===== src/rtl/sac_consts.svh =====
`ifndef SAC_CONSTS_SVH
`define SAC_CONSTS_SVH

// register byte offsets
`define SAC_OFF_PORT2        8'h14
`define SAC_OFF_PORT3        8'h18
`define SAC_OFF_PORT4        8'h1c
`define SAC_CFG_RESET        32'h0000_0fc8

// field positions
`define SAC_FLAG_INSERT_BIT  18
`define SAC_CORRECTION_FLAG_INPUT_POS_BIT     17
`define SAC_TXSRC_HI_BIT     16
`define SAC_CLKSEL_MSB       15
`define SAC_CLKSEL_LSB       12
`define SAC_TXHOLD_BIT       11
`define SAC_TXSRC_MSB        10
`define SAC_TXSRC_LSB        8
`define SAC_SIZE_MSB         7
`define SAC_SIZE_LSB         6
`define SAC_FORMAT_BIT       5
`define SAC_FRAME_MSB        4
`define SAC_FRAME_LSB        2
`define SAC_WCLK_INV_BIT     1
`define SAC_BCLK_INV_BIT     0

// bit clock source codes
`define SAC_CLK_INPUT        4'h0
`define SAC_CLK_DIV24        4'h1
`define SAC_CLK_DIV16        4'h2
`define SAC_CLK_DIV12        4'h3
`define SAC_CLK_DIV8         4'h4
`define SAC_CLK_DIV6         4'h5
`define SAC_CLK_DIV4         4'h6
`define SAC_CLK_DIV3         4'h7
`define SAC_CLK_FOLLOW1      4'h8
`define SAC_CLK_FOLLOW2      4'h9
`define SAC_CLK_FOLLOW3      4'ha
`define SAC_CLK_RESERVED     4'hb
`define SAC_CLK_DIV2         4'hc

// transmit source codes
`define SAC_SRC_ZERO         4'h0
`define SAC_SRC_CPU1         4'h1
`define SAC_SRC_CPU2         4'h2
`define SAC_SRC_CPU3         4'h3
`define SAC_SRC_PORT1_RX     4'h4
`define SAC_SRC_PORT3_RX     4'h5
`define SAC_SRC_SPDIF1       4'h7
`define SAC_SRC_SPDIF2       4'h8

// word size and frame length codes
`define SAC_SIZE_16          2'h0
`define SAC_SIZE_18          2'h1
`define SAC_SIZE_20          2'h2
`define SAC_SIZE_ZERO        2'h3
`define SAC_FRAME_64         3'h4
`define SAC_FRAME_48         3'h2
`define SAC_FRAME_32         3'h0

// correction flag sample points, in bit clocks
`define SAC_CORRECTION_FLAG_INPUT_AFTER       8'h01
`define SAC_CORRECTION_FLAG_INPUT_BEFORE      8'h06

`define SAC_SAMPLE_W         40
`define SAC_FIFO_DEPTH       8

`endif


===== src/rtl/sac_pkg.sv =====
package sac_pkg;
   typedef enum logic [1:0] {
      CM_INPUT,
      CM_DIVIDE,
      CM_FOLLOW,
      CM_RESERVED
   } sac_clk_mode_t;
endpackage


===== src/rtl/sac_top.sv =====
`timescale 1ns/10ps
`include "sac_consts.svh"

// Summary of operation
// - code 0000 takes bit and word clock from the pins, none generated.
// - codes 0001-0111 and 1100 divide the audio clock by 24..2.
// - codes 1000-1010 follow port 1, 2 or 3 clocks; 1011 reserved.
// - bit 11 set holds transmit FIFO reset and empty, with the output sample forced to zero.
// - bits 16,10:8 pick transmit data source; 0110 reserved.
// - bits 7:6 pick 16, 18 or 20 bit words, or forced zero.
// - bit 5 selects right-justified framing when set, I2S when clear.
// - bits 4:2 give 64, 48 or 32 bit clocks per word clock.
// - bit 1 inverts the word clock seen by serial logic.
// - bit 0 inverts the bit clock seen by serial logic.
// - bit 17 samples correction flag 1 after or 6 before word edge.
// - three 32-bit RW registers at 0x14, 0x18, 0x1c, reset 0x0fc8.
// - port 1 flag insert mode puts error and correction flags in low bits.
// - after hold clears, FIFO stays reset until the first word is written.
// - third register (0x1c, port 4) only uses its bit clock setting.
module sac_top
   import sac_pkg::*;
#(
   parameter int W     = `SAC_SAMPLE_W,
   parameter int DEPTH = `SAC_FIFO_DEPTH
) (
   input  wire logic         clk,
   input  wire logic         srst,
   input  wire logic         psel,
   input  wire logic         penable,
   input  wire logic         pwrite,
   input  wire logic [7:0]   paddr,
   input  wire logic [31:0]  pwdata,
   output logic      [31:0]  prdata,
   output logic              pready,
   output logic              pslverr,
   input  wire logic         audio_clk,
   input  wire logic         p1_bit_clock,
   input  wire logic         p1_word_clock,
   input  wire logic         p2_bit_clock_in,
   output logic              p2_bit_clock_out,
   output logic              p2_bit_clock_oe,
   input  wire logic         p2_word_clock_in,
   output logic              p2_word_clock_out,
   output logic              p2_word_clock_oe,
   input  wire logic         p3_bit_clock_in,
   output logic              p3_bit_clock_out,
   output logic              p3_bit_clock_oe,
   input  wire logic         p3_word_clock_in,
   output logic              p3_word_clock_out,
   output logic              p3_word_clock_oe,
   input  wire logic         adc_bit_clock_in,
   output logic              adc_bit_clock_out,
   output logic              adc_bit_clock_oe,
   output logic              p2_serial_bclk,
   output logic              p2_serial_wclk,
   output logic              p3_serial_bclk,
   output logic              p3_serial_wclk,
   output logic              p2_right_justified_format,
   output logic              p3_right_justified_format,
   output logic      [6:0]   p2_frame_bits,
   output logic      [6:0]   p3_frame_bits,
   output logic              p3_correction_flag_input_early,
   input  wire logic         p1_error_flag_insert,
   input  wire logic         p1_correction_flag_input_early,
   input  wire logic         correction_flag_input,
   input  wire logic         error_flag_input,
   input  wire logic [W-1:0] cpu_audio_out_1,
   input  wire logic [W-1:0] cpu_audio_out_2,
   input  wire logic [W-1:0] cpu_audio_out_3,
   input  wire logic [W-1:0] port1_rx_data,
   input  wire logic [W-1:0] port3_rx_data,
   input  wire logic [W-1:0] spdif_rx1_data,
   input  wire logic [W-1:0] spdif_rx2_data,
   input  wire logic [6:0]   src_valid,
   output logic              src_ready,
   output logic      [W-1:0] tx_sample,
   output logic              tx_sample_strobe
);
   import sac_pkg::*;

   localparam int NSYNC = 10;
   localparam int HALF  = W / 2;

   // ---------------- input synchronisers ----------------
   logic [NSYNC-1:0] pin_raw, s1_q, s2_q;
   logic             audio_q3, audio_tick;
   logic             p1_bclk_q3, p1_wclk_q3;

   assign pin_raw = {error_flag_input, correction_flag_input, p1_word_clock, p1_bit_clock,
                     adc_bit_clock_in, p3_word_clock_in, p3_bit_clock_in,
                     p2_word_clock_in, p2_bit_clock_in, audio_clk};

   genvar g;
   generate
      for (g = 0; g < NSYNC; g++) begin : g_sync
         always_ff @(posedge clk) begin
            if (srst) begin
               s1_q[g] <= 1'b0;
               s2_q[g] <= 1'b0;
            end else begin
               s1_q[g] <= pin_raw[g];
               s2_q[g] <= s1_q[g];
            end
         end
      end
   endgenerate

   always_ff @(posedge clk) begin
      if (srst) begin
         audio_q3   <= 1'b0;
         p1_bclk_q3 <= 1'b0;
         p1_wclk_q3 <= 1'b0;
      end else begin
         audio_q3   <= s2_q[0];
         p1_bclk_q3 <= s2_q[6];
         p1_wclk_q3 <= s2_q[7];
      end
   end
   assign audio_tick = s2_q[0] & ~audio_q3;

   // ---------------- APB slave, one wait state ----------------
   logic [31:0] cfg_q [3];
   logic [31:0] cfg_d [3];
   logic [31:0] prdata_d;
   logic        pready_d, pslverr_d, hit, wr_fire;
   logic [1:0]  idx;

   always_comb begin
      hit = 1'b1;
      idx = 2'd0;
      if (paddr == `SAC_OFF_PORT2) idx = 2'd0;
      else if (paddr == `SAC_OFF_PORT3) idx = 2'd1;
      else if (paddr == `SAC_OFF_PORT4) idx = 2'd2;
      else hit = 1'b0;
   end

   assign wr_fire = psel & penable & pready & pwrite & hit;

   always_comb begin
      pready_d  = psel & penable & ~pready;
      pslverr_d = pready_d & ~hit;
      prdata_d  = 32'h0000_0000;
      if (pready_d && !pwrite && hit) prdata_d = cfg_q[idx];
      for (int i = 0; i < 3; i++) begin
         cfg_d[i] = cfg_q[i];
         if (wr_fire && idx == 2'(i)) cfg_d[i] = pwdata;
      end
   end

   always_ff @(posedge clk) begin
      if (srst) begin
         for (int i = 0; i < 3; i++) cfg_q[i] <= `SAC_CFG_RESET;
         prdata  <= 32'h0000_0000;
         pready  <= 1'b0;
         pslverr <= 1'b0;
      end else begin
         for (int i = 0; i < 3; i++) cfg_q[i] <= cfg_d[i];
         prdata  <= prdata_d;
         pready  <= pready_d;
         pslverr <= pslverr_d;
      end
   end

   // ---------------- clock selection per port ----------------
   logic [2:0] eff_bclk_q, eff_wclk_q, ser_bclk_q, ser_wclk_q;
   logic [2:0] bclk_oe_q, wclk_oe_q, gen_bclk, gen_wclk;
   logic [2:0] ext_bclk, ext_wclk;

   assign ext_bclk = {s2_q[5], s2_q[3], s2_q[1]};
   assign ext_wclk = {1'b0, s2_q[4], s2_q[2]};

   function automatic logic [4:0] clk_div(input logic [3:0] sel);
      case (sel)
         `SAC_CLK_DIV24: clk_div = 5'd24;
         `SAC_CLK_DIV16: clk_div = 5'd16;
         `SAC_CLK_DIV12: clk_div = 5'd12;
         `SAC_CLK_DIV8:  clk_div = 5'd8;
         `SAC_CLK_DIV6:  clk_div = 5'd6;
         `SAC_CLK_DIV4:  clk_div = 5'd4;
         `SAC_CLK_DIV3:  clk_div = 5'd3;
         `SAC_CLK_DIV2:  clk_div = 5'd2;
         default:        clk_div = 5'd0;
      endcase
   endfunction

   function automatic logic [6:0] frame_len(input logic [2:0] code);
      case (code)
         `SAC_FRAME_64: frame_len = 7'd64;
         `SAC_FRAME_48: frame_len = 7'd48;
         default:       frame_len = 7'd32; // reserved codes run as 32
      endcase
   endfunction

   generate
      for (g = 0; g < 3; g++) begin : g_port
         logic [3:0]    sel;
         logic [6:0]    flen;
         sac_clk_mode_t mode;
         logic          bclk_d, wclk_d;

         assign sel  = cfg_q[g][`SAC_CLKSEL_MSB:`SAC_CLKSEL_LSB];
         // port 4 ignores frame length and inversion
         assign flen = (g == 2) ? 7'd32 : frame_len(cfg_q[g][`SAC_FRAME_MSB:`SAC_FRAME_LSB]);

         always_comb begin
            if (sel == `SAC_CLK_INPUT) mode = CM_INPUT;
            else if (clk_div(sel) != 5'd0) mode = CM_DIVIDE;
            else if (sel == `SAC_CLK_RESERVED) mode = CM_RESERVED;
            else mode = CM_FOLLOW;
         end

         sac_clk_div u_div (
            .clk        (clk),
            .srst       (srst),
            .audio_tick (audio_tick),
            .div        (clk_div(sel)),
            .frame_bits (flen),
            .bclk_q     (gen_bclk[g]),
            .wclk_q     (gen_wclk[g])
         );

         always_comb begin
            bclk_d = 1'b0;
            wclk_d = 1'b0;
            case (mode)
               CM_INPUT: begin
                  bclk_d = ext_bclk[g];
                  wclk_d = ext_wclk[g];
               end
               CM_DIVIDE: begin
                  bclk_d = gen_bclk[g];
                  wclk_d = gen_wclk[g];
               end
               CM_FOLLOW: begin
                  // followed clocks come from registers, so mutual follows cannot loop
                  if (sel == `SAC_CLK_FOLLOW1) begin
                     bclk_d = p1_bclk_q3;
                     wclk_d = p1_wclk_q3;
                  end else if (sel == `SAC_CLK_FOLLOW2) begin
                     bclk_d = eff_bclk_q[0];
                     wclk_d = eff_wclk_q[0];
                  end else begin
                     bclk_d = eff_bclk_q[1];
                     wclk_d = eff_wclk_q[1];
                  end
               end
               default: begin
                  bclk_d = 1'b0;
                  wclk_d = 1'b0;
               end
            endcase
         end

         always_ff @(posedge clk) begin
            if (srst) begin
               eff_bclk_q[g] <= 1'b0;
               eff_wclk_q[g] <= 1'b0;
               ser_bclk_q[g] <= 1'b0;
               ser_wclk_q[g] <= 1'b0;
               bclk_oe_q[g]  <= 1'b0;
               wclk_oe_q[g]  <= 1'b0;
            end else begin
               eff_bclk_q[g] <= bclk_d;
               eff_wclk_q[g] <= wclk_d;
               ser_bclk_q[g] <= bclk_d ^ (cfg_q[g][`SAC_BCLK_INV_BIT] && g != 2);
               ser_wclk_q[g] <= wclk_d ^ (cfg_q[g][`SAC_WCLK_INV_BIT] && g != 2);
               bclk_oe_q[g]  <= (mode == CM_DIVIDE) || (mode == CM_FOLLOW);
               wclk_oe_q[g]  <= ((mode == CM_DIVIDE) || (mode == CM_FOLLOW)) && g != 2;
            end
         end
      end
   endgenerate

   assign p2_bit_clock_out  = eff_bclk_q[0];
   assign p2_bit_clock_oe   = bclk_oe_q[0];
   assign p2_word_clock_out = eff_wclk_q[0];
   assign p2_word_clock_oe  = wclk_oe_q[0];
   assign p3_bit_clock_out  = eff_bclk_q[1];
   assign p3_bit_clock_oe   = bclk_oe_q[1];
   assign p3_word_clock_out = eff_wclk_q[1];
   assign p3_word_clock_oe  = wclk_oe_q[1];
   assign adc_bit_clock_out = eff_bclk_q[2];
   assign adc_bit_clock_oe  = bclk_oe_q[2];
   assign p2_serial_bclk    = ser_bclk_q[0];
   assign p2_serial_wclk    = ser_wclk_q[0];
   assign p3_serial_bclk    = ser_bclk_q[1];
   assign p3_serial_wclk    = ser_wclk_q[1];
   assign p2_right_justified_format = cfg_q[0][`SAC_FORMAT_BIT];
   assign p3_right_justified_format = cfg_q[1][`SAC_FORMAT_BIT];
   assign p3_correction_flag_input_early     = cfg_q[1][`SAC_CORRECTION_FLAG_INPUT_POS_BIT];

   always_ff @(posedge clk) begin
      if (srst) begin
         p2_frame_bits <= 7'd32;
         p3_frame_bits <= 7'd32;
      end else begin
         p2_frame_bits <= frame_len(cfg_q[0][`SAC_FRAME_MSB:`SAC_FRAME_LSB]);
         p3_frame_bits <= frame_len(cfg_q[1][`SAC_FRAME_MSB:`SAC_FRAME_LSB]);
      end
   end

   // ---------------- port 1 flag capture and insertion ----------------
   logic [7:0] p1_bit_q, p1_bit_d, p1_per_q, p1_per_d;
   logic       ef_q, ef_d, cf_q, cf_d, p1_rise;
   logic [W-1:0] p1_word;

   assign p1_rise = s2_q[6] & ~p1_bclk_q3;

   always_comb begin
      p1_bit_d = p1_bit_q;
      p1_per_d = p1_per_q;
      ef_d     = ef_q;
      cf_d     = cf_q;
      if (s2_q[7] != p1_wclk_q3) begin
         p1_bit_d = 8'h00;
         p1_per_d = p1_bit_q;
      end else if (p1_rise) begin
         p1_bit_d = p1_bit_q + 8'h01;
         if ((!p1_correction_flag_input_early && p1_bit_d == `SAC_CORRECTION_FLAG_INPUT_AFTER) ||
             (p1_correction_flag_input_early && p1_bit_d == p1_per_q - `SAC_CORRECTION_FLAG_INPUT_BEFORE)) begin
            cf_d = s2_q[8];
            ef_d = s2_q[9];
         end
      end
   end

   always_ff @(posedge clk) begin
      if (srst) begin
         p1_bit_q <= 8'h00;
         p1_per_q <= 8'h00;
         ef_q     <= 1'b0;
         cf_q     <= 1'b0;
      end else begin
         p1_bit_q <= p1_bit_d;
         p1_per_q <= p1_per_d;
         ef_q     <= ef_d;
         cf_q     <= cf_d;
      end
   end

   // 16 MSBs of each channel move to bits 17:2, flags fill bits 1:0
   assign p1_word = p1_error_flag_insert ?
      {2'b00, port1_rx_data[W-1 -: 16], ef_q, cf_q,
       2'b00, port1_rx_data[HALF-1 -: 16], ef_q, cf_q} : port1_rx_data;

   // ---------------- port 2 transmit path ----------------
   logic [3:0]   src_sel;
   logic [W-1:0] src_data, fifo_out, sample_d, tx_sample_d;
   logic         src_vld, fifo_in_ready, fifo_out_valid, frame_tick;
   logic         hold_q, hold_d, flush, push, strobe_d;
   logic [1:0]   size;

   assign src_sel = {cfg_q[0][`SAC_TXSRC_HI_BIT], cfg_q[0][`SAC_TXSRC_MSB:`SAC_TXSRC_LSB]};
   assign size    = cfg_q[0][`SAC_SIZE_MSB:`SAC_SIZE_LSB];

   always_comb begin
      src_data = '0;
      src_vld  = 1'b0;
      case (src_sel)
         `SAC_SRC_CPU1:     begin src_data = cpu_audio_out_1; src_vld = src_valid[0]; end
         `SAC_SRC_CPU2:     begin src_data = cpu_audio_out_2; src_vld = src_valid[1]; end
         `SAC_SRC_CPU3:     begin src_data = cpu_audio_out_3; src_vld = src_valid[2]; end
         `SAC_SRC_PORT1_RX: begin src_data = p1_word;         src_vld = src_valid[3]; end
         `SAC_SRC_PORT3_RX: begin src_data = port3_rx_data;   src_vld = src_valid[4]; end
         `SAC_SRC_SPDIF1:   begin src_data = spdif_rx1_data;  src_vld = src_valid[5]; end
         `SAC_SRC_SPDIF2:   begin src_data = spdif_rx2_data;  src_vld = src_valid[6]; end
         default:           begin src_data = '0;              src_vld = 1'b0;         end
      endcase
   end

   // hold releases only on the first accepted word so streaming starts with it
   assign push   = src_vld & src_ready;
   assign hold_d = cfg_q[0][`SAC_TXHOLD_BIT] | (hold_q & ~push);
   assign flush  = hold_q & ~push;

   // a new sample is due at each rising edge of the port 2 word clock before inversion
   assign frame_tick = g_port[0].wclk_d & ~eff_wclk_q[0];

   sac_fifo #(
      .WIDTH (W),
      .DEPTH (DEPTH)
   ) u_fifo (
      .clk       (clk),
      .srst      (srst),
      .flush     (flush),
      .in_data   (src_data),
      .in_valid  (push),
      .in_ready  (fifo_in_ready),
      .out_data  (fifo_out),
      .out_valid (fifo_out_valid),
      .out_ready (frame_tick & ~hold_q)
   );

   always_comb begin
      sample_d = fifo_out;
      if (size == `SAC_SIZE_16) begin
         sample_d[HALF+3:HALF] = 4'h0;
         sample_d[3:0]         = 4'h0;
      end else if (size == `SAC_SIZE_18) begin
         sample_d[HALF+1:HALF] = 2'h0;
         sample_d[1:0]         = 2'h0;
      end
      tx_sample_d = tx_sample;
      strobe_d    = frame_tick;
      if (hold_q) tx_sample_d = '0;
      else if (frame_tick) begin
         if (src_sel == `SAC_SRC_ZERO || size == `SAC_SIZE_ZERO) tx_sample_d = '0;
         else if (fifo_out_valid) tx_sample_d = sample_d;
         // underrun repeats the last sample
      end
   end

   always_ff @(posedge clk) begin
      if (srst) begin
         hold_q           <= 1'b1;
         tx_sample        <= '0;
         tx_sample_strobe <= 1'b0;
         src_ready        <= 1'b0;
      end else begin
         hold_q           <= hold_d;
         tx_sample        <= tx_sample_d;
         tx_sample_strobe <= strobe_d;
         // registered ready cannot see the count ahead, so it rests a cycle after a push
         src_ready        <= fifo_in_ready & ~push & ~cfg_d[0][`SAC_TXHOLD_BIT];
      end
   end
endmodule


===== src/rtl/sac_fifo.sv =====
`timescale 1ns/10ps
module sac_fifo #(
   parameter int WIDTH = 40,
   parameter int DEPTH = 8
) (
   input  wire logic             clk,
   input  wire logic             srst,
   input  wire logic             flush,
   input  wire logic [WIDTH-1:0] in_data,
   input  wire logic             in_valid,
   output logic                  in_ready,
   output logic      [WIDTH-1:0] out_data,
   output logic                  out_valid,
   input  wire logic             out_ready
);
   localparam int AW = $clog2(DEPTH);

   logic [WIDTH-1:0] mem_q [DEPTH];
   logic [AW-1:0]    wr_q, wr_d, rd_q, rd_d;
   logic [AW:0]      cnt_q, cnt_d;
   logic             push, pop;

   assign in_ready  = (cnt_q != (AW+1)'(DEPTH));
   assign out_valid = (cnt_q != '0);
   assign out_data  = mem_q[rd_q];
   assign push      = in_valid & in_ready;
   assign pop       = out_valid & out_ready;

   always_comb begin
      wr_d  = wr_q;
      rd_d  = rd_q;
      cnt_d = cnt_q;
      if (flush) begin
         wr_d  = '0;
         rd_d  = '0;
         cnt_d = '0;
      end else begin
         if (push) wr_d = (wr_q == AW'(DEPTH-1)) ? '0 : wr_q + 1'b1;
         if (pop)  rd_d = (rd_q == AW'(DEPTH-1)) ? '0 : rd_q + 1'b1;
         cnt_d = cnt_q + (AW+1)'(push) - (AW+1)'(pop);
      end
   end

   always_ff @(posedge clk) begin
      if (srst) begin
         wr_q  <= '0;
         rd_q  <= '0;
         cnt_q <= '0;
      end else begin
         wr_q  <= wr_d;
         rd_q  <= rd_d;
         cnt_q <= cnt_d;
      end
   end

   // storage needs no reset; empty flag guards stale words
   always_ff @(posedge clk) begin
      if (push && !flush) mem_q[wr_q] <= in_data;
   end
endmodule


===== src/rtl/sac_clk_div.sv =====
`timescale 1ns/10ps
module sac_clk_div (
   input  wire logic       clk,
   input  wire logic       srst,
   input  wire logic       audio_tick,
   input  wire logic [4:0] div,
   input  wire logic [6:0] frame_bits,
   output logic            bclk_q,
   output logic            wclk_q
);
   logic [4:0] cnt_q, cnt_d;
   logic [5:0] bit_q, bit_d;
   logic       bclk_d, wclk_d;

   // uneven divisors give a short high phase, within the allowed mark/space
   always_comb begin
      cnt_d  = cnt_q;
      bit_d  = bit_q;
      wclk_d = wclk_q;
      if (audio_tick && div != 5'h00) begin
         cnt_d = (cnt_q >= div - 5'h01) ? 5'h00 : cnt_q + 5'h01;
      end
      bclk_d = (div != 5'h00) && (cnt_d < (div >> 1));
      if (bclk_q && !bclk_d) begin
         if (bit_q >= frame_bits[6:1] - 6'h01) begin
            bit_d  = 6'h00;
            wclk_d = ~wclk_q;
         end else begin
            bit_d = bit_q + 6'h01;
         end
      end
   end

   always_ff @(posedge clk) begin
      if (srst) begin
         cnt_q  <= 5'h00;
         bit_q  <= 6'h00;
         bclk_q <= 1'b0;
         wclk_q <= 1'b0;
      end else begin
         cnt_q  <= cnt_d;
         bit_q  <= bit_d;
         bclk_q <= bclk_d;
         wclk_q <= wclk_d;
      end
   end
endmodule


===== config.mk =====
export PLATFORM = sky130hd
export DESIGN_NAME = sac_top
export DESIGN_NICKNAME = d
export VERILOG_FILES = /design/src/rtl/sac_pkg.sv /design/src/rtl/sac_top.sv /design/src/rtl/sac_fifo.sv /design/src/rtl/sac_clk_div.sv
export VERILOG_INCLUDE_DIRS = /design/src /design/src/rtl
export SDC_FILE = /design/constraint.sdc
export NUM_CORES = 1
export LEC_CHECK = 0
export BUFFER_PORTS_ARGS = -buffer_cell sky130_fd_sc_hd__buf_2
export CAP_MARGIN = 20
export CORE_MARGIN = 2
export CORE_UTILIZATION = 57
export DETAILED_ROUTE_END_ITERATION = 12
export PLACE_DENSITY = 0.86
export SYNTH_ARGS = -nofsm -noshare
export SYNTH_HDL_FRONTEND = slang
export SYNTH_HIERARCHICAL = 1
export SYNTH_SLANG_ARGS = --single-unit

===== constraint.sdc =====
create_clock -name clk -period 5.9 [get_ports clk]
set_input_delay 0.295 -clock clk [delete_from_list [all_inputs] [get_ports clk]]
set_output_delay 0.295 -clock clk [all_outputs]
set_load 0.05 [all_outputs]

==> results.toml <==
[grt]
use_met2 = 0.547
antenna_found_initial = 6
grt_use_met1 = 0.387
grt-ovfl-total = 0
grt_usage = 0.328
grt_pass1_vias = 21730
grt_max_degree = 81
grt_pass1_wl_um = 125000
use_met3 = 0.0917
top_usage_layer = "met2"

[worst_setup_path]
crit_type = "reg2reg"
required_ps = 6420
cp-start-kind = "flip-flop"
crit_chain = "inv_1, ha_1, mux2i_1, nor2b_1, inv_1, ha_1, nor4b_1, nor2_1, ha_1, a21oi_1, a21bo_2, o21ai_0, a22o_1, ha_1, a2111o_2, o211ai_1, a21oi_1, a32o_1"
endpoint_kind = "flip-flop"
crit_family = "compound AO/OA/AOI/OAI gates"
cp-endpoint = "g_port[0].u_div/bit_q[4]"
cp.depth = 18
r2r_setup_slack_ps = 1180
worst-path-buf-inv = 2
worstSetupStartpoint = "cfg_q[0][12]"
r2r_end = "g_port[0].u_div/bit_q[4]"
ff2ff_path_depth = 18
cpPeakStageDelay_ps = 480
critical-path-slowest-cell = "dfxtp_1"
cp.arrival_ps = 5240
crit_top_cell = "ha_1"
r2r_start = "cfg_q[0][12]"
crit_fanout = 10

[floorplanning]
dieHeight_um = 224
io_pins = 451
rows = 80
dieArea_mm2 = 0.0500
chipWidth_um = 224
initial_utilization = 0.577
core-area_mm2 = 0.0476

[clock_tree]
h-tree-depth = 2
clockBufferDepth = 3
clk_pin_slew_ps = 70
cts_tree = "done"
numCtsBuffers = 56
insertion_delay_ps = 630
cts_root_buffer = "clkbuf_16"
clock-sinks = 597

[cells_and_area]
n_fill_cell = 3232
layout.nets = 3209
drive_gt1_frac = 0.239
syn2layout_area_growth_pct = 18.1

[timing]
rsz0062_at_grt = "false"
max_slew_margin = 0.215
tightest_slew_ps = 1160
fin_crit_sh = 0.801
finalWorstSetupSlack_ps = 1180
hold_viol = 0
fin_worst_skew_ps = 28.5
finalSetupTns_ps = 0
max_freq_mhz = 212
slew_violations = 0
fin_crit_ps = 4720
setup_viol = 0

[routing]
drc = 0
wl_per_cell_um = 24.1
ant_nets = 0
wl_um = 83300
via_per_inst = 6.31
drtPass1Iterations = 12
drt-initial-drc-count = 2366
dr_total_vias = 21784

[placed_design]
io_buffers = 442
post-place-ws_ps = 1160
hpwl_um = 54500
place_congestion = 0.914

[yosys]
ys.warnings.count = 6
syn_area_per_cell_um2 = 11.7
syn_area_mm2 = 0.0275
synthCells = 2342

[pwr]
leakagePower_nw = 12.3
irDropWorstVdd_v = 0.000242
p_per_area_mw_per_mm2 = 257

[job]
cap_violations = 0

[min_path]
min_path_type = "in2reg"

[status]
status = "completed"
## per-stage QoR
| step | utilization | power, W | instance area, um^2 | hold slack [ps] | instances |
|---|---|---|---|---|---|
| floorplan | - | 0.00462 | 27600 | 372 | 2363 |
| global placement | 0.633 | 0.00480 | 30200 | 418 | 3297 |
| detailed placement | 0.634 | 0.00481 | 30200 | 423 | 3298 |
| CTS | 0.681 | 0.00835 | 32400 | 0.844 | 3446 |
| global route | 0.681 | 0.00853 | 32400 | 7.18 | 3450 |
| finish | 0.681 | 0.00834 | 32500 | 19.2 | 3452 |
## state kept, by name, indices dropped and copies added, names as in the netlist, 3 cells and up, named ones only
register and count:
prdata 32, u_fifo/cnt_q 4, p2_frame_bits 3, u_fifo/rd_q 3
g_port.u_div/bit_q 12, g_port.u_div/bclk_q 3, g_port.u_div/cnt_q 15, s1_q 10
u_fifo/wr_q 3, s2_q 5, p3_frame_bits 3, tx_sample 40
p1_per_q 8, cfg_q 96, p1_bit_q 8, ext_bclk 3
u_fifo/mem_q 320
## worst reg2reg max path, delay by kind of cell (launching register included)
| family | cells | cell delay, ps |
|---|---|---|
| AOI/OAI and AO/OA | 8 | 2160 |
| DFF | 1 | 480 |
| muxes | 1 | 170 |
| adders and majority gates | 4 | 1110 |
| buffers and inverters | 2 | 170 |
| and+or+nand+nor | 3 | 570 |
## where the power goes
part / internal [W] / switching [W]
clock: 0.00200 / 0.00159
sequential: 0.00438 / 0.00000723
combinational: 0.000150 / 0.000217
## per-layer routing
layer,vias up,wire [um],part of all wire
li1,9619,-,-
met1,10443,29900,0.36
met2,1421,40000,0.48
met3,299,8860,0.11
met4,2,4530,0.054
met5,-,13,0.00016
## cell type report
class,instances,area [um^2],area share
Clock buffer,80,1570,0.0484
Sequential cell,597,15200,0.467
Inverter,64,240,0.00740
Multi-Input combinational cell,1547,11500,0.356
Timing Repair Buffer,518,2910,0.0895
Clock inverter,25,243,0.00748
Antenna cell,6,15.0,0.000463
Tap cell,615,769,0.0237
## worst min path at each step
stage	startpoint	to	depth (start not counted)
detailed placement	s1_q[6]	s2_q[6]	1
finish	pwdata[9]	cfg_q[0][9]	3
CTS	pwdata[9]	cfg_q[2][9]	3
floorplan	srst	u_fifo/cnt_q[2]	1
global route	pwdata[9]	cfg_q[2][9]	3
global placement	s1_q[7]	s2_q[7]	1
## what timing repair did
action,CTS,global route
endpoints found under the hold margin,102,0
gates resized for setup,0,0
buffers inserted,0,0
hold buffers,43,0
## cells in the final DEF (no fill, tap or decap), drive strengths merged, types with 13 or more instances in the layout
master	n
a211oi	33
a21oi	177
a221oi	19
a222oi	41
a22oi	33
and2	23
buf	475
clkbuf	80
clkinv	19
conb	22
dfxtp	277
dlygate4sd3	43
edfxtp	320
ha	80
inv	66
mux2	45
mux2i	81
mux4	80
nand2	340
nand2b	15
nand3	91
nand3b	28
nand4	13
nor2	112
nor2b	48
nor3	35
o21ai	59
xnor2	27
(Power assumes the default switching activity.)
